### src/design/csi_map.svh
// register offsets, field positions, reset values and timing counts
`ifndef CSI_MAP_SVH
`define CSI_MAP_SVH
`define CSI_OFS_MODE      4'h0
`define CSI_OFS_SHIFT     4'h1
`define CSI_OFS_BUSCTL    4'h2
`define CSI_OFS_PRESCALE  4'h3
`define CSI_OFS_STATUS    4'h4
`define CSI_OFS_MASK      4'h5
`define CSI_BIT_TXEN      7
`define CSI_BIT_RXEN      6
`define CSI_POS_MODE      2
`define CSI_POS_CLKSEL    0
`define CSI_BIT_START     0
`define CSI_BIT_STOP      1
`define CSI_RST_MODE      8'h00
`define CSI_RST_PRESCALE  8'h00
`define CSI_RST_MASK      8'h00
`define CSI_DIV_FIXED     16
`define CSI_DIV_PRESCALE0 64
`define CSI_STAT_DONE     0
`define CSI_STAT_START    1
`define CSI_STAT_STOP     2
`endif

### src/design/csi_pkg.sv
// types shared by the clocked serial channel
package csi_pkg;
    typedef enum logic [1:0] {
        MODE_3W_MSB, MODE_3W_LSB, MODE_2W_MSB, MODE_BAD
    } mode_e;
    typedef enum logic [1:0] {
        CLK_EXT, CLK_TIMER, CLK_PRESCALE, CLK_FIXED16
    } clksel_e;
    typedef struct packed {
        logic    tx_enable;
        logic    rx_enable;
        logic    spare;
        logic    spare2;
        mode_e   mode;
        clksel_e clksel;
    } mode_reg_s;
    typedef struct packed {
        logic [3:0] addr;
        logic [7:0] wdata;
        logic       wr;
        logic       rd;
    } reg_req_s;
endpackage

### src/design/csi_channel.sv
// clocked serial channel: mode, clock select, shifter, two-wire triggers
`timescale 1ns/1ps
`include "csi_map.svh"
module csi_channel (
    input  wire logic       CORE_CLK,
    input  wire logic       RESET_N,
    input  wire logic [3:0] REG_ADDR,
    input  wire logic [7:0] REG_WDATA,
    input  wire logic       REG_WR,
    input  wire logic       REG_RD,
    output logic      [7:0] REG_RDATA,
    input  wire logic       TIMER_OUT,
    input  wire logic       SERIAL_IN,
    input  wire logic       SCK_IN,
    output logic            SCK_OUT,
    output logic            SCK_OE,
    output logic            SERIAL_OUT,
    output logic            SDA_OE,
    output logic            IRQ
);
    csi_pkg::reg_req_s  req;
    csi_pkg::mode_reg_s mode_reg;
    logic [7:0] shift;
    logic [7:0] busctl;
    logic [7:0] prescale;
    logic [7:0] status;
    logic [7:0] mask;
    logic [2:0] bitcnt;
    logic       busy;
    logic       sck;
    logic [7:0] div_cnt;
    logic       ext_s1, ext_s2, ext_s3;
    logic       tmr_s1, tmr_s2, tmr_s3;
    logic       din_s1, din_s2, din_s3;
    logic [7:0] hp_cnt;

    assign req = '{addr: REG_ADDR, wdata: REG_WDATA, wr: REG_WR, rd: REG_RD};

    wire wr_mode   = req.wr && req.addr == `CSI_OFS_MODE;
    wire wr_shift  = req.wr && req.addr == `CSI_OFS_SHIFT;
    wire wr_busctl = req.wr && req.addr == `CSI_OFS_BUSCTL;
    wire wr_pre    = req.wr && req.addr == `CSI_OFS_PRESCALE;
    wire wr_mask   = req.wr && req.addr == `CSI_OFS_MASK;
    wire rd_status = req.rd && req.addr == `CSI_OFS_STATUS;

    wire is_master = mode_reg.clksel != csi_pkg::CLK_EXT;
    wire lsb_first = mode_reg.mode == csi_pkg::MODE_3W_LSB;
    wire two_wire  = mode_reg.mode == csi_pkg::MODE_2W_MSB;
    wire mode_ok   = mode_reg.mode != csi_pkg::MODE_BAD;

    // prescaler value 0 selects the reset divide; else half period of n
    wire [7:0] pre_half = (prescale == `CSI_RST_PRESCALE)
                        ? 8'(`CSI_DIV_PRESCALE0 / 2) : prescale;
    wire [7:0] half_div = (mode_reg.clksel == csi_pkg::CLK_FIXED16)
                        ? 8'(`CSI_DIV_FIXED / 2) : pre_half;
    wire div_tick = div_cnt == half_div - 8'h01;

    // timer and clock-pin edges: an edge counts when stages two and three differ
    wire tmr_rise = tmr_s2 && !tmr_s3;
    wire ext_rise = ext_s2 && !ext_s3;
    wire ext_fall = !ext_s2 && ext_s3;

    // master half-period tick for each clock source
    wire half_tick = (mode_reg.clksel == csi_pkg::CLK_TIMER)
                   ? tmr_rise : div_tick;
    wire m_fall = busy && is_master && half_tick && sck;
    wire m_rise = busy && is_master && half_tick && !sck;
    wire s_fall = busy && !is_master && ext_fall;
    wire s_rise = busy && !is_master && ext_rise;
    wire out_edge = m_fall || s_fall;
    wire in_edge  = m_rise || s_rise;
    wire last_bit = in_edge && bitcnt == 3'h7;

    // start only with transmit enable already set and a legal mode
    wire start = wr_shift && mode_reg.tx_enable && mode_ok;

    wire [7:0] next_shift = lsb_first ? {din_s3, shift[7:1]}
                                      : {shift[6:0], din_s3};

    wire [7:0] events = {5'h00, wr_busctl && req.wdata[`CSI_BIT_STOP],
                         wr_busctl && req.wdata[`CSI_BIT_START],
                         last_bit};

    wire [7:0] rd_mux =
        (req.addr == `CSI_OFS_MODE)     ? mode_reg :
        (req.addr == `CSI_OFS_SHIFT)    ? shift :
        (req.addr == `CSI_OFS_BUSCTL)   ? busctl :
        (req.addr == `CSI_OFS_PRESCALE) ? prescale :
        (req.addr == `CSI_OFS_STATUS)   ? status :
        (req.addr == `CSI_OFS_MASK)     ? mask : 8'h00;

    always_ff @(posedge CORE_CLK or negedge RESET_N) begin
        if (!RESET_N) begin
            // idle level of the clock pin is high: no false edge after reset
            {ext_s1, ext_s2, ext_s3} <= 3'h7;
            {tmr_s1, tmr_s2, tmr_s3} <= 3'h0;
            {din_s1, din_s2, din_s3} <= 3'h0;
        end else begin
            {ext_s1, ext_s2, ext_s3} <= {SCK_IN, ext_s1, ext_s2};
            {tmr_s1, tmr_s2, tmr_s3} <= {TIMER_OUT, tmr_s1, tmr_s2};
            {din_s1, din_s2, din_s3} <= {SERIAL_IN, din_s1, din_s2};
        end
    end

    always_ff @(posedge CORE_CLK or negedge RESET_N) begin
        if (!RESET_N) begin
            mode_reg <= `CSI_RST_MODE;
            prescale <= `CSI_RST_PRESCALE;
            mask     <= `CSI_RST_MASK;
        end else begin
            if (wr_mode) mode_reg <= req.wdata;
            if (wr_pre) prescale <= req.wdata;
            if (wr_mask) mask <= req.wdata;
        end
    end

    // triggers are held until the bus logic consumes them on a transfer
    always_ff @(posedge CORE_CLK or negedge RESET_N) begin
        if (!RESET_N) begin
            busctl <= 8'h00;
        end else if (wr_busctl) begin
            busctl <= {6'h00, req.wdata[1:0]};
        end else if (start) begin
            busctl <= 8'h00;
        end
    end

    // divider runs off the core oscillator, so system dividers never matter
    always_ff @(posedge CORE_CLK or negedge RESET_N) begin
        if (!RESET_N) begin
            div_cnt <= 8'h00;
        end else if (div_tick || !busy) begin
            div_cnt <= 8'h00;
        end else begin
            div_cnt <= div_cnt + 8'h01;
        end
    end

    // half-period length, watched by the clock-rate assertions
    always_ff @(posedge CORE_CLK or negedge RESET_N) begin
        if (!RESET_N) begin
            hp_cnt <= 8'h00;
        end else if (start || m_fall || m_rise || !busy) begin
            hp_cnt <= 8'h00;
        end else begin
            hp_cnt <= hp_cnt + 8'h01;
        end
    end

    always_ff @(posedge CORE_CLK or negedge RESET_N) begin
        if (!RESET_N) begin
            busy   <= 1'b0;
            sck    <= 1'b1;
            bitcnt <= 3'h0;
            shift  <= 8'h00;
        end else if (start) begin
            busy   <= 1'b1;
            sck    <= 1'b1;
            bitcnt <= 3'h0;
            shift  <= req.wdata;
        end else begin
            if (m_fall || m_rise) sck <= !sck;
            if (in_edge) begin
                shift  <= next_shift;
                bitcnt <= bitcnt + 3'h1;
            end
            if (last_bit) busy <= 1'b0;
        end
    end

    // first bit is shown as soon as the byte is loaded
    always_ff @(posedge CORE_CLK or negedge RESET_N) begin
        if (!RESET_N) begin
            SERIAL_OUT <= 1'b1;
        end else if (start) begin
            SERIAL_OUT <= lsb_first ? req.wdata[0] : req.wdata[7];
        end else if (out_edge && bitcnt != 3'h0) begin
            SERIAL_OUT <= lsb_first ? shift[0] : shift[7];
        end
    end

    // set wins over the read clear
    always_ff @(posedge CORE_CLK or negedge RESET_N) begin
        if (!RESET_N) begin
            status <= 8'h00;
        end else begin
            status <= (rd_status ? 8'h00 : status) | events;
        end
    end

    always_ff @(posedge CORE_CLK or negedge RESET_N) begin
        if (!RESET_N) begin
            REG_RDATA <= 8'h00;
        end else begin
            REG_RDATA <= req.rd ? rd_mux : 8'h00;
        end
    end

    assign SCK_OUT = sck;
    assign SCK_OE  = is_master;
    // open-drain data line in two-wire mode: drive only low
    assign SDA_OE  = two_wire && !SERIAL_OUT;
    assign IRQ     = |(status & mask);

    a_bad_mode_refused: assert property (@(posedge CORE_CLK)
        disable iff (!RESET_N)
        (wr_shift && mode_reg.mode == csi_pkg::MODE_BAD && !busy) |=> !busy)
        else $error("transfer began in prohibited mode");

    a_start_needs_enable: assert property (@(posedge CORE_CLK)
        disable iff (!RESET_N)
        (wr_shift && !mode_reg.tx_enable && !busy) |=> !busy)
        else $error("transfer began without transmit enable");

    a_first_bit: assert property (@(posedge CORE_CLK)
        disable iff (!RESET_N)
        start |=> SERIAL_OUT == (lsb_first ? $past(REG_WDATA[0])
                                           : $past(REG_WDATA[7])))
        else $error("first bit not shown at load");

    a_runs_clock: assert property (@(posedge CORE_CLK)
        disable iff (!RESET_N)
        start |=> busy && bitcnt == 3'h0)
        else $error("shift write did not start clock");

    // the clock must rest high between frames or the peer sees a bit
    a_sck_idle: assert property (@(posedge CORE_CLK)
        disable iff (!RESET_N)
        !busy |-> sck)
        else $error("serial clock not idle high");

    a_done_flag: assert property (@(posedge CORE_CLK)
        disable iff (!RESET_N)
        last_bit |=> status[`CSI_STAT_DONE] && !busy)
        else $error("done flag missing after last bit");

    a_status_clear: assert property (@(posedge CORE_CLK)
        disable iff (!RESET_N)
        (rd_status && events == 8'h00) |=> status == 8'h00)
        else $error("status read did not clear");

    a_fixed_half: assert property (@(posedge CORE_CLK)
        disable iff (!RESET_N)
        (mode_reg.clksel == csi_pkg::CLK_FIXED16 && (m_fall || m_rise))
        |-> hp_cnt == 8'(`CSI_DIV_FIXED / 2 - 1))
        else $error("fixed half period wrong");

    a_pre_half: assert property (@(posedge CORE_CLK)
        disable iff (!RESET_N)
        (mode_reg.clksel == csi_pkg::CLK_PRESCALE
         && prescale == `CSI_RST_PRESCALE && (m_fall || m_rise))
        |-> hp_cnt == 8'(`CSI_DIV_PRESCALE0 / 2 - 1))
        else $error("default prescaler half period wrong");

    a_trigger_flag: assert property (@(posedge CORE_CLK)
        disable iff (!RESET_N)
        (wr_busctl && REG_WDATA[`CSI_BIT_START])
        |=> status[`CSI_STAT_START])
        else $error("start trigger write not flagged");

    a_busctl_clear: assert property (@(posedge CORE_CLK)
        disable iff (!RESET_N)
        start |=> busctl == 8'h00)
        else $error("triggers not consumed by transfer");

    a_sda_open_drain: assert property (@(posedge CORE_CLK)
        disable iff (!RESET_N)
        SDA_OE |-> two_wire && !SERIAL_OUT)
        else $error("data line driven outside two-wire low");

    a_fixed16: assert property (@(posedge CORE_CLK)
        disable iff (!RESET_N)
        mode_reg.clksel == csi_pkg::CLK_FIXED16 |-> half_div == 8'h08)
        else $error("fixed divider not sixteen");
    a_pre64: assert property (@(posedge CORE_CLK)
        disable iff (!RESET_N)
        (mode_reg.clksel == csi_pkg::CLK_PRESCALE && prescale == 8'h00)
        |-> half_div == 8'h20)
        else $error("prescaler default not sixty four");
    a_busctl_upper: assert property (@(posedge CORE_CLK)
        disable iff (!RESET_N)
        wr_busctl |=> busctl[7:2] == 6'h00
                      && busctl[1:0] == $past(REG_WDATA[1:0]))
        else $error("bus control upper bits not zero");
    a_slave_no_drive: assert property (@(posedge CORE_CLK)
        disable iff (!RESET_N)
        mode_reg.clksel == csi_pkg::CLK_EXT |-> !SCK_OE && !m_rise)
        else $error("slave drives clock");
endmodule

### config.mk
export PLATFORM = sky130hd
export DESIGN_NAME = csi_channel
export DESIGN_NICKNAME = d
export VERILOG_FILES = /design/src/design/csi_pkg.sv /design/src/design/csi_channel.sv
export VERILOG_INCLUDE_DIRS = /design/src /design/src/design
export SDC_FILE = /design/constraint.sdc
export NUM_CORES = 1
export LEC_CHECK = 0
export BUFFER_PORTS_ARGS = -buffer_cell sky130_fd_sc_hd__buf_2
export CAP_MARGIN = 20
export CORE_MARGIN = 2
export CORE_UTILIZATION = 50
export DETAILED_ROUTE_END_ITERATION = 6
export PLACE_DENSITY = 0.75
export SLEW_MARGIN = 20
export SYNTH_ARGS = -nofsm -noshare
export SYNTH_HDL_FRONTEND = slang
export SYNTH_SLANG_ARGS = --single-unit
### constraint.sdc
create_clock -name CORE_CLK -period 3.6 [get_ports CORE_CLK]
set_input_delay 0.72 -clock CORE_CLK [delete_from_list [all_inputs] [get_ports CORE_CLK]]
set_output_delay 0.72 -clock CORE_CLK [all_outputs]
set_load 0.02 [all_outputs]
# ---- Word-level counts from Yosys, hierarchy flattened
# Cells that the tools add are included.
dict set report word_totals {
  reg_bits 79
  inputBits 19
  word_cells 114
}
dict set report op_classes {
  bitwise_logic 2
  reduce_logical 44
  mux 27
  addsub 3
  eq_ne 12
}
# cell count
set ops {}
lappend ops {{$mux 8} 16}
lappend ops {{$logic_and 1x1->1} 23}
lappend ops {{$reduce_bool 2->1} 6}
lappend ops {{$mux 1} 9}
lappend ops {{$add 8x1->8 const B} 1}
lappend ops {{$and 8x8->8} 1}
lappend ops {{$eq 4x2->1 const B} 2}
lappend ops {{$eq 4x3->1 const B} 2}
lappend ops {{$eq 8x8->1} 1}
lappend ops {{$logic_not 8->1} 1}
lappend ops {{$or 8x3->8} 1}
lappend ops {{$reduce_or 8->1} 1}
lappend ops {{$sub 8x1->8 const B} 1}
lappend ops {{$logic_not 1->1} 7}
lappend ops {{$mux 3} 2}
lappend ops {{$eq 2x1->1 const B} 2}
lappend ops {{$eq 2x2->1 const B} 2}
lappend ops {{$eq 4x1->1 const B} 1}
lappend ops {{$logic_not 4->1} 1}
lappend ops {{$logic_or 1x1->1} 4}
lappend ops {{$add 3x1->3 const B} 1}
lappend ops {{$eq 3x3->1 const B} 1}
lappend ops {{$reduce_bool 3->1} 1}
lappend ops {{$ne 2x2->1 const B} 1}

# ---- Logic depth before layout (Yosys ltp)
# Gate-level depths: netlist of run 1.
dict set report logic_depth {
  ltp_word 12
  mapped_depth 12
}

# ---- Least setup slack after synthesis of run 1
# Ideal clock, no wire load.
dict set report synth_timing {
  path_kind {flip-flop to flip-flop}
  from {register mode_reg[0] (netlist bit)}
  to {register shift[2]}
  n_path_buf 2
  path_slack_ns 0.854
  required_ns 3.468
  setup_ns 0.132
  t_arrival_ns 2.614
  path_stages_with_launch 13
  path_cell_list {dfrtp_1 -> clkbuf_1 -> nand2_1 -> nand2_1 -> ha_1 -> nor3b_1 -> mux2i_1 -> xor2_1 -> nand4_2 -> o31ai_4 -> buf_6 -> mux2i_1 -> o21ai_1}
}
dict set report synth_between {
  elab_chain_len 9
  elab_cells_between_ends 15
}
# item line_no
set synth_lines {}
lappend synth_lines {{from (decl)} csi_channel.sv:22} ;# csi_pkg::mode_reg_s mode_reg;
lappend synth_lines {{from (signal assigned)} csi_channel.sv:107} ;# mode_reg <= `CSI_RST_MODE;
lappend synth_lines {{from (signal assigned)} csi_channel.sv:111} ;# if (wr_mode) mode_reg <= req.wdata;
lappend synth_lines {{$eq 2x2->1} csi_channel.sv:54} ;# wire [7:0] half_div = (mode_reg.clksel == csi_pkg::CLK_FIXED16)
lappend synth_lines {{$mux 8} csi_channel.sv:54}
lappend synth_lines {{$sub 8x1->8} csi_channel.sv:56} ;# wire div_tick = div_cnt == half_div - 8'h01;
lappend synth_lines {{$eq 8x8->1} csi_channel.sv:56}
lappend synth_lines {{$mux 1} csi_channel.sv:65} ;# ? tmr_rise : div_tick;
lappend synth_lines {{$logic_and 1x1->1 (2 in a row)} csi_channel.sv:67} ;# wire m_rise = busy && is_master && half_tick && !sck;
lappend synth_lines {{$logic_or 1x1->1 *} csi_channel.sv:71} ;# wire in_edge = m_rise || s_rise;
lappend synth_lines {{$reduce_bool 2->1 (no line) *} -}
lappend synth_lines {{to (signal assigned)} csi_channel.sv:160} ;# shift <= req.wdata;
lappend synth_lines {{to (signal assigned)} csi_channel.sv:164} ;# shift <= next_shift;
lappend synth_lines {{to (decl)} csi_channel.sv:23} ;# logic [7:0] shift;
# Every way passes the cells marked *; elsewhere a longest branch is shown, timed or not.
# A chain may end at the register's enable or synchronous reset.

# ---- Final worst setup path of run 1
dict set report layout_timing {
  from {register mode_reg[1] (netlist bit)}
  to {register shift[1]}
}
# Same word-level chain as after synthesis.

==> metrics, run 1 <==
shortest period the worst path allows=2.97 ns; first-pass GRT wire length=between 10 and 15 mm; setup bufs post-CTS=0; vias in the first global route=2445; Netlist cell types=50; Clock Skews=about 0.009 ns; Nets=360; Crit. End Element=register; Worst path slowest cell=dfrtp_1; ranking of synthesized cells by area=dfrtp_1 (46%), mux2_2 (12%), dfstp_2 (3.8%); crit start category=register; WL met1=3.45 mm; Fin Setup TNS=0 ns; Synth top area share=45.7%; DR top layer=met4; HP Class=register to register; Yosys reg bits=between 60 and 70; Hold Buf Count CTS=0; Critical Path RT=around 3.8 ns; CTS tree=built; status=finished clean; clock latency on the worst-skew pair=0.35 ns; drt pass-1 iters=4; total global routing overflow=0; post-synthesis sequential area ratio=49.5%; Cell Area, Placed=3680 µm²; hold_sp=tmr_s1; max_cap viols=0; Post-DRT Antenna Nets=0; via count=2502; Worst slew margin=43.9%; met2 WL post-DR=3.33 mm; largest net degree at the start of global routing=69; CTS Root Cell=clkbuf_8; LEAKAGE=0.00166 µW; Power Internal=1580 µW; DP Wirelength=4.97 mm; fraction of layout cells with a size suffix above 1=30.2%; met3 wire length=336 µm; GPL Wtd Cong=0.783; Crit. Startpoint=mode_reg[1]; drt wl/cell=17.3 µm; Setup Crit Path Kind=register to register; GRT Total Usage=roughly a fifth; initial DRC count=198; final setup violation count=0; PortBufs=31; period utilisation layout=82.5%; Net Sw Power=a little over 800 µW; Async SR Flop Fraction=100%; CP max FO=13; DRC viols=0; RSZ-0062 raised after global routing=no; Clock transition at path regs=~0.07 ns; I/O Pins=32; final wirelength=7.27 mm; FF-to-FF End=shift[1]; # diodes=0; H-tree depth=3; area grow syn2layout=12.1%; initial core utilization=51.1%; Hold Path Stages=0; peak supply drop=320 µV; FF-to-FF path depth=11; Core Util, Final=57.3%; cts repair resizes=0; WHS=0.349 ns; Arrival @ worst endpoint=~3.2 ns; Longest Clk Path Bufs=2; CTS buffer count=9; synthesized cell area=3450 µm²; Core Area=about 6800 µm²; initial antenna violation count=0; number of enable flip-flop cells after synthesis=0; Final Hold Vio Count=0; fin. max-slew vios=0; Hold Crit Endpoint=tmr_s2; r2r setup slk=0.63 ns; CP Cell Sequence=nand2_1, nand2_1, ha_1, nor3b_1, mux2i_1, xor2_1, nand4_2, o31ai_4, buf_4, mux2i_1, o21ai_1; Seq pwr share=47.8%; via/cell ratio=5.94; clock sink total=a little under 70; power density of the placed cells=618 nW/µm²; worst flop-to-flop path startpoint=mode_reg[1]; commonest cells in the netlist=dfrtp_1 (63), mux2_2 (38), nor2_1 (16); most frequent cell after synthesis=dfrtp_1; Mapped Nets=327; Slew @ Worst Pin=0.830 ns; Filler cells=approximately 580; Power Total=2390 µW; switching share of power=about a third; DIE WIDTH=slightly below 90 µm; Max Clock Freq=about 340 MHz; Yosys Warn Count=0; Final Instance Area=3870 µm²; CP max stage delay=0.55 ns; Avg Inst Size Synth=11.4 µm²; floorplan row count=30; die height=slightly below 90 µm; die area=7590 µm²; Comb pwr share=26.5%; Post-Syn Instances=303; Clock Power Share=25.8%; most common flop cell mapped by yosys=dfrtp_1; Synth area leader=dfrtp_1
-- area by class of cell --
| type | instances | area, µm² | area share [%] |
|---|---|---|---|
| multi-input cells | 214 | 1650 | 42.6 |
| clock inverters | 6 | 63.8 | 1.65 |
| repair buffers | 37 | 200 | 5.17 |
| inverters | 6 | 22.5 | 0.582 |
| well taps | 80 | 100 | 2.59 |
| clock buffers | 10 | 128 | 3.30 |
| flip-flops and latches | 68 | 1710 | 44.1 |
-- through the flow --
stage / setup WS, ns / instances
detailed placement: 0.653 / 405
CTS: 0.617 / 421
floorplan: 0.854 / 303
global placement: 0.770 / 405
finish: 0.632 / 421
global route: 0.365 / 421
-- power by group through the flow --
stage / registers, µW / logic, µW / clock network (µW)
2_1_floorplan: 1090 / 512 / 0
3_3_place_gp: 1140 / 611 / 0
3_5_place_dp: 1150 / 632 / 0
4_1_cts: 1140 / 639 / 637
5_1_grt: 1170 / 710 / 673
6_report: 1140 / 633 / 617
-- worst max path at each step --
stage                          end  slack (ns)  cells past startpoint
final                     shift[1]        0.63                     11
after global routing      shift[7]        0.36                     11
after floorplan           shift[2]        0.85                     12
after CTS                 shift[1]        0.62                     11
after global placement    shift[7]        0.77                     11
after detailed placement  shift[7]        0.65                     11
-- cell usage in the layout (no fill, tap or decap), types with 6 or more instances in the layout --
cell type and count:
clkbuf_8 9, dfrtp_1 63, a22oi_1 15, o21ai_0 13, and2_1 8, inv_1 6, nor2_1 16, buf_2 31
mux2_2 38, xor2_1 8, o21ai_1 9, buf_4 6, mux2i_1 13, nand3_1 8, xnor2_1 7, nand2_1 15
-- per-layer routing --
layer	global-route usage, %	up-vias
met1	29.7	1244
met5	0	-
met3	4.36	12
met2	31.4	69
met4	10.1	0
li1	-	1177
-- worst max-delay path: cells and delay by family, from the launching register on --
kind,cells,cell delay [ns]
buffers and inverters,1,0.27
XOR/XNOR,1,0.23
multiplexers,2,0.46
flip-flops,1,0.55
AO/OA/AOI/OAI,2,0.34
AND/OR/NAND/NOR,4,0.80
adder cells (fa/ha/maj),1,0.20
-- cell families after synthesis --
logic type      count (synthesis)  share of synthesized area, %
xor+xnor                       15                          3.80
fa+ha+maj                       5                          1.81
flops                          68                          49.5
compound gates                 59                          11.9
simple gates                   84                          14.1
buf+inv                        21                          2.79
mux                            51                          16.2
No activity file was read; power rests on OpenSTA's default activity.
==> inputs of run 2 (changes only) <==
==> constraint.sdc (replaced) <==
create_clock -name CORE_CLK -period 2.8 [get_ports CORE_CLK]
set_input_delay 0.56 -clock CORE_CLK [delete_from_list [all_inputs] [get_ports CORE_CLK]]
set_output_delay 0.56 -clock CORE_CLK [all_outputs]
set_load 0.02 [all_outputs]
==> run 2 against run 1 <==
Against the previous run:
- largest power group unchanged
- clock-buffer cell count rose by 1
- total power rose by 29%
- routed wire length fell by 0.84%
- sequential share of layout area fell by 0.84 points
- worst setup slack got worse by 0.37 ns
- fmax rose by 17%
- design area rose by 1.9%
- die area did not move
- register-to-register slack got worse by 0.37 ns
- first-iteration DRC count fell by 6.1%
- via count rose by 0.84%
- clock power rose by 22%
==> metrics, run 2 (synthesis results as in run 1) <==
status=finished clean (unchanged); Core Area=6760 µm² (unchanged); CP max FO=13 (unchanged); via count=2523 (was 2502); peak supply drop=500 µV (was 320 µV); DIE WIDTH=87.1 µm (unchanged); crit start category=register (unchanged); HP Class=primary input to async pin (was register to register); total global routing overflow=0 (unchanged); clock sink total=68 (unchanged); Fin Setup TNS=0 ns (unchanged); CTS buffer count=9 (unchanged); FF-to-FF path depth=8 (was 11); DRC viols=0 (unchanged); CTS Root Cell=clkbuf_8 (unchanged); Critical Path RT=3.02 ns (was 3.83 ns); I/O Pins=32 (unchanged); Crit. End Element=register (unchanged); Clock transition at path regs=0.08 ns (was 0.07 ns); r2r setup slk=0.26 ns (was 0.63 ns); fin. max-slew vios=0 (unchanged); floorplan row count=30 (unchanged); initial core utilization=51.1% (unchanged); PortBufs=31 (unchanged); first-pass GRT wire length=11.6 mm (was 12.2 mm); die height=87.1 µm (unchanged); clock latency on the worst-skew pair=0.34 ns (was 0.35 ns); final setup violation count=0 (unchanged); most frequent cells in the layout=dfrtp_1 (63), mux2_2 (38), buf_2 (31) (unchanged); final wirelength=7.21 mm (was 7.27 mm); die area=7590 µm² (unchanged); Worst slew margin=57.4% (was 43.9%); DP Wirelength=5.17 mm (was 4.97 mm); initial antenna violation count=0 (unchanged); GPL Wtd Cong=0.865 (was 0.783); Max Clock Freq=394 MHz (was 337 MHz); GRT Total Usage=19.7% (was 21.2%); fraction of layout cells with a size suffix above 1=32.7% (was 30.2%); vias in the first global route=2342 (was 2445); Longest Clk Path Bufs=2 (unchanged); drt pass-1 iters=5 (was 4); RSZ-0062 raised after global routing=no (unchanged); Slew @ Worst Pin=0.639 ns (was 0.830 ns); LEAKAGE=0.00170 µW (was 0.00166 µW); power density of the placed cells=780 nW/µm² (was 618 nW/µm²); worst flop-to-flop path startpoint=prescale[6] (was mode_reg[1]); Core Util, Final=58.4% (was 57.3%); Arrival @ worst endpoint=2.76 ns (was 3.19 ns); FF-to-FF End=shift[4] (was shift[1]); initial DRC count=186 (was 198); CTS tree=built (unchanged); most common cell after layout, fill and taps aside=dfrtp_1 (unchanged); setup bufs post-CTS=0 (unchanged); period utilisation layout=90.6% (was 82.5%); max_cap viols=0 (unchanged); via/cell ratio=5.88 (was 5.94); # diodes=0 (unchanged); Nets=368 (was 360); area grow syn2layout=14.3% (was 12.1%); shortest period the worst path allows=2.54 ns (was 2.97 ns); Final Hold Vio Count=0 (unchanged); drt wl/cell=16.8 µm (was 17.3 µm); Clock Skews=0.00810 ns (was 0.00888 ns); Setup Crit Path Kind=register to register (unchanged); Post-DRT Antenna Nets=0 (unchanged); largest net degree at the start of global routing=30 (was 69); H-tree depth=3 (unchanged)
## run 2: worst max-delay path, stage by stage, from the launching register on
cell and delay, ns:
dfrtp_1 0.45, or4_4 0.56, o211ai_2 0.16, xor2_1 0.28, nand4_2 0.17, o31ai_4 0.31
buf_12 0.19, mux2i_1 0.22, o21ai_1 0.07
## run 2: through the flow
| step | worst slack, ns | power [µW] | area [µm²] | cells | hold WS [ns] |
|---|---|---|---|---|---|
| floorplan | 0.0539 | 2060 | 3450 | 303 | 0.264 |
| global placement | 0.277 | 2300 | 3750 | 413 | 0.332 |
| detailed placement | 0.199 | 2330 | 3750 | 413 | 0.335 |
| CTS | 0.145 | 3090 | 3940 | 429 | 0.261 |
| global route | 0.0725 | 3250 | 3950 | 429 | 0.282 |
| finish | 0.262 | 3080 | 3950 | 429 | 0.240 |
## run 2: worst max path at each step
| stage | end | cells past startpoint | from |
|---|---|---|---|
| after floorplan | shift[2] | 12 | mode_reg[0] |
| after global placement | shift[4] | 11 | mode_reg[0] |
| after detailed placement | shift[5] | 11 | mode_reg[0] |
| after CTS | shift[4] | 11 | mode_reg[0] |
| after global routing | shift[2] | 11 | mode_reg[0] |
| final | shift[4] | 8 | prescale[6] |
## run 2: report_power, final
part	total (µW)	internal (µW)	switching [µW]	leakage [µW]
registers	1440	1210	230	0.000833
logic	884	442	442	0.000776
clock network	755	371	383	0.0000957
total	3080	2030	1050	0.00170
## run 2: cell type report
type / instances / area, µm²
Fill cell: 604 / 2810
Clock inverter: 5 / 35.0
Tap cell: 80 / 100
Clock buffer: 11 / 151
Multi-Input combinational cell: 214 / 1660
Sequential cell: 68 / 1710
Timing Repair Buffer: 45 / 273
Inverter: 6 / 22.5
## run 2: repair_timing
item,CTS,global route
hold buffers,0,0
gates resized for setup,0,2
endpoints found under the setup margin,0,9
hold endpoints to repair,0,0
## run 2: metal layers
layer	part of all wire (%)	track usage, %	up-vias
met3	5.6	4.36	9
met1	48	29.8	1241
met4	0.87	4.62	0
met2	45	29.1	80
li1	-	-	1193
met5	0	0	-
==> inputs of run 3 (changes only) <==
--- a/config.mk
+++ b/config.mk
@@ -6,12 +6,14 @@
 export SDC_FILE = /design/constraint.sdc
 export NUM_CORES = 1
 export LEC_CHECK = 0
-export BUFFER_PORTS_ARGS = -buffer_cell sky130_fd_sc_hd__buf_2
 export CAP_MARGIN = 20
+export CELL_PAD_IN_SITES_DETAIL_PLACEMENT = 0
+export CELL_PAD_IN_SITES_GLOBAL_PLACEMENT = 1
 export CORE_MARGIN = 2
 export CORE_UTILIZATION = 50
 export DETAILED_ROUTE_END_ITERATION = 6
-export PLACE_DENSITY = 0.75
+export DONT_BUFFER_PORTS = 1
+export PLACE_DENSITY = 0.84
 export SLEW_MARGIN = 20
 export SYNTH_ARGS = -nofsm -noshare
 export SYNTH_HDL_FRONTEND = slang
==> run 3 against run 2 <==
Against the previous run:
- worst setup slack better by 0.044 ns
- design area down 3.0%
- global-route usage grew 1.5 points
- clock-buffer cell count is the same
- critical path depth unchanged
- sequential cell count did not move
- via count shrank 4.0%
- largest power group unchanged
==> metrics, run 3 (synthesis results as in run 1) <==
status=finished clean (unchanged); Comb pwr share=25.6% (was 28.7%); RSZ-0062 raised after global routing=no (unchanged); met3 Use GR=5.31% (was 4.36%); DIE WIDTH=87.1 µm (unchanged); fin. max-slew vios=0 (unchanged); # diodes=0 (unchanged); Slew @ Worst Pin=0.751 ns (was 0.639 ns); initial DRC count=178 (was 186); area grow syn2layout=10.8% (was 14.3%); initial antenna violation count=0 (unchanged); max_cap viols=0 (unchanged); met1 Resource Use GR=31.8% (was 29.8%); final setup violation count=0 (unchanged); Net Sw Power=1020 µW (was 1050 µW); FF+latch area=1710 µm² (unchanged); Critical Path RT=3.01 ns (was 3.02 ns); most common cell after layout, fill and taps aside=dfrtp_1 (unchanged); peak supply drop=459 µV (was 500 µV); drt pass-1 iters=4 (was 5); Nets=337 (was 368); period utilisation layout=89.1% (was 90.6%); switching share of power=32.8% (was 34.2%); Core Area=6760 µm² (unchanged); drt wl/cell=18.3 µm (was 16.8 µm); fraction of layout cells with a size suffix above 1=25.5% (was 32.7%); CTS tree=built (unchanged); power density of the placed cells=811 nW/µm² (was 780 nW/µm²); GPL Wtd Cong=0.808 (was 0.865); Final Instance Area=3830 µm² (was 3950 µm²); LEAKAGE=0.00158 µW (was 0.00170 µW); Post-DRT Antenna Nets=0 (unchanged); Clock Power Share=27.0% (was 24.5%); initial core utilization=51.1% (unchanged); DP Wirelength=5.11 mm (was 5.17 mm); crit start category=register (unchanged); die height=87.1 µm (unchanged); clock latency on the worst-skew pair=0.34 ns (about the same); Fin Setup TNS=0 ns (unchanged); Final Hold Vio Count=0 (unchanged); WHS=0.0501 ns (was 0.240 ns); grt peak-use layer=met1 (unchanged); Seq pwr share=47.5% (was 46.8%); final wirelength=7.30 mm (was 7.21 mm); Worst slew margin=49.8% (was 57.4%); Crit. Startpoint=prescale[2] (was prescale[6]); H-tree depth=3 (unchanged); largest net degree at the start of global routing=64 (was 30); Clock Skews=0.00976 ns (was 0.00810 ns); Setup Crit Path Kind=register to register (unchanged); CP max FO=13 (unchanged); most frequent cells in the layout=dfrtp_1 (63), mux2_2 (38), nor2_1 (16) (was dfrtp_1 (63), mux2_2 (38), buf_2 (31)); clock sink total=68 (unchanged); GRT Total Usage=21.2% (was 19.7%); die area=7590 µm² (unchanged); met2 usage=28.9% (was 29.1%); total global routing overflow=0 (unchanged); via count=2423 (was 2523); shortest period the worst path allows=2.49 ns (was 2.54 ns); via/cell ratio=6.09 (was 5.88); multi-input logic area=1650 µm² (was 1660 µm²); Filler cells=565 (was 604); Arrival @ worst endpoint=2.70 ns (was 2.76 ns); PortBufs=0 (was 31); Clock transition at path regs=0.08 ns (about the same); Max Clock Freq=401 MHz (was 394 MHz); DRC viols=0 (unchanged); worst flop-to-flop path startpoint=prescale[2] (was prescale[6]); Cell Area, Placed=3590 µm² (was 3750 µm²); floorplan row count=30 (unchanged); vias in the first global route=2302 (was 2342); CTS buffer count=9 (unchanged); Power Internal=2090 µW (was 2030 µW); Crit. End Element=register (unchanged); HP Class=primary input to async pin (unchanged); Longest Clk Path Bufs=2 (unchanged); CTS Root Cell=clkbuf_8 (unchanged); first-pass GRT wire length=12.2 mm (was 11.6 mm); I/O Pins=32 (unchanged)
[run 3: changes by cell type in the layout (fill, tap and decap cells not counted), sizes merged]
cell and delta:
clkinv -2, clkinvlp +1, buf -31, bufinv +1
[run 3: repair_timing]
action                    CTS  global route
hold endpoints to repair   63             0
setup buffers               0             0
resized for setup           0             0
hold buffers                1             0
[run 3: final timing paths]
kind | cells after the start | slack [ns] | end
worst max-delay path | 8 | 0.31 | shift[1]
worst min-delay path | 0 | 0.05 | ext_s3
worst max register to register | 8 | 0.31 | shift[1]
worst min register to register | 0 | 0.35 | din_s3
max in group asynchronous | 1 | 2.46 | div_cnt[2]
min in group CORE_CLK | 0 | 0.20 | ext_s1
[run 3: per-layer routing]
layer	routed length [µm]	part of all wire, %
met5	0	0
met4	156	2.1
met3	412	5.6
met2	3140	43
met1	3590	49
[run 3: power groups by stage]
stage,Combinational (µW),Sequential (µW),Clock (µW)
global route,901,1500,901
global placement,749,1480,0
detailed placement,771,1480,0
finish,794,1470,838
CTS,799,1460,855
floorplan,658,1400,0
[run 3: critical path, stage by stage, from the launching register on]
cell and delay [ns]:
dfrtp_1 0.51, or3_1 0.41, o311ai_1 0.39, a21o_1 0.19
nand3_1 0.13, o31ai_4 0.28, buf_12 0.19, mux2i_1 0.20
o21ai_1 0.07
[run 3: per-stage QoR]
stage	utilization, %	total power, µW	setup WS, ns	instances
floorplan	-	2060	0.0539	303
global placement	53.1	2230	0.336	381
detailed placement	53.1	2250	0.329	381
CTS	56.6	3120	0.308	398
global route	56.6	3300	0.0765	398
finish	56.6	3110	0.306	398
[run 3: layout make-up]
type / count / area share (%)
clock buffer: 11 / 3.96
clock inverter: 5 / 1.54
inverter: 6 / 0.588
multi-input combinational: 214 / 43.1
sequential: 68 / 44.6
tap: 80 / 2.62
timing repair buffer: 14 / 3.60
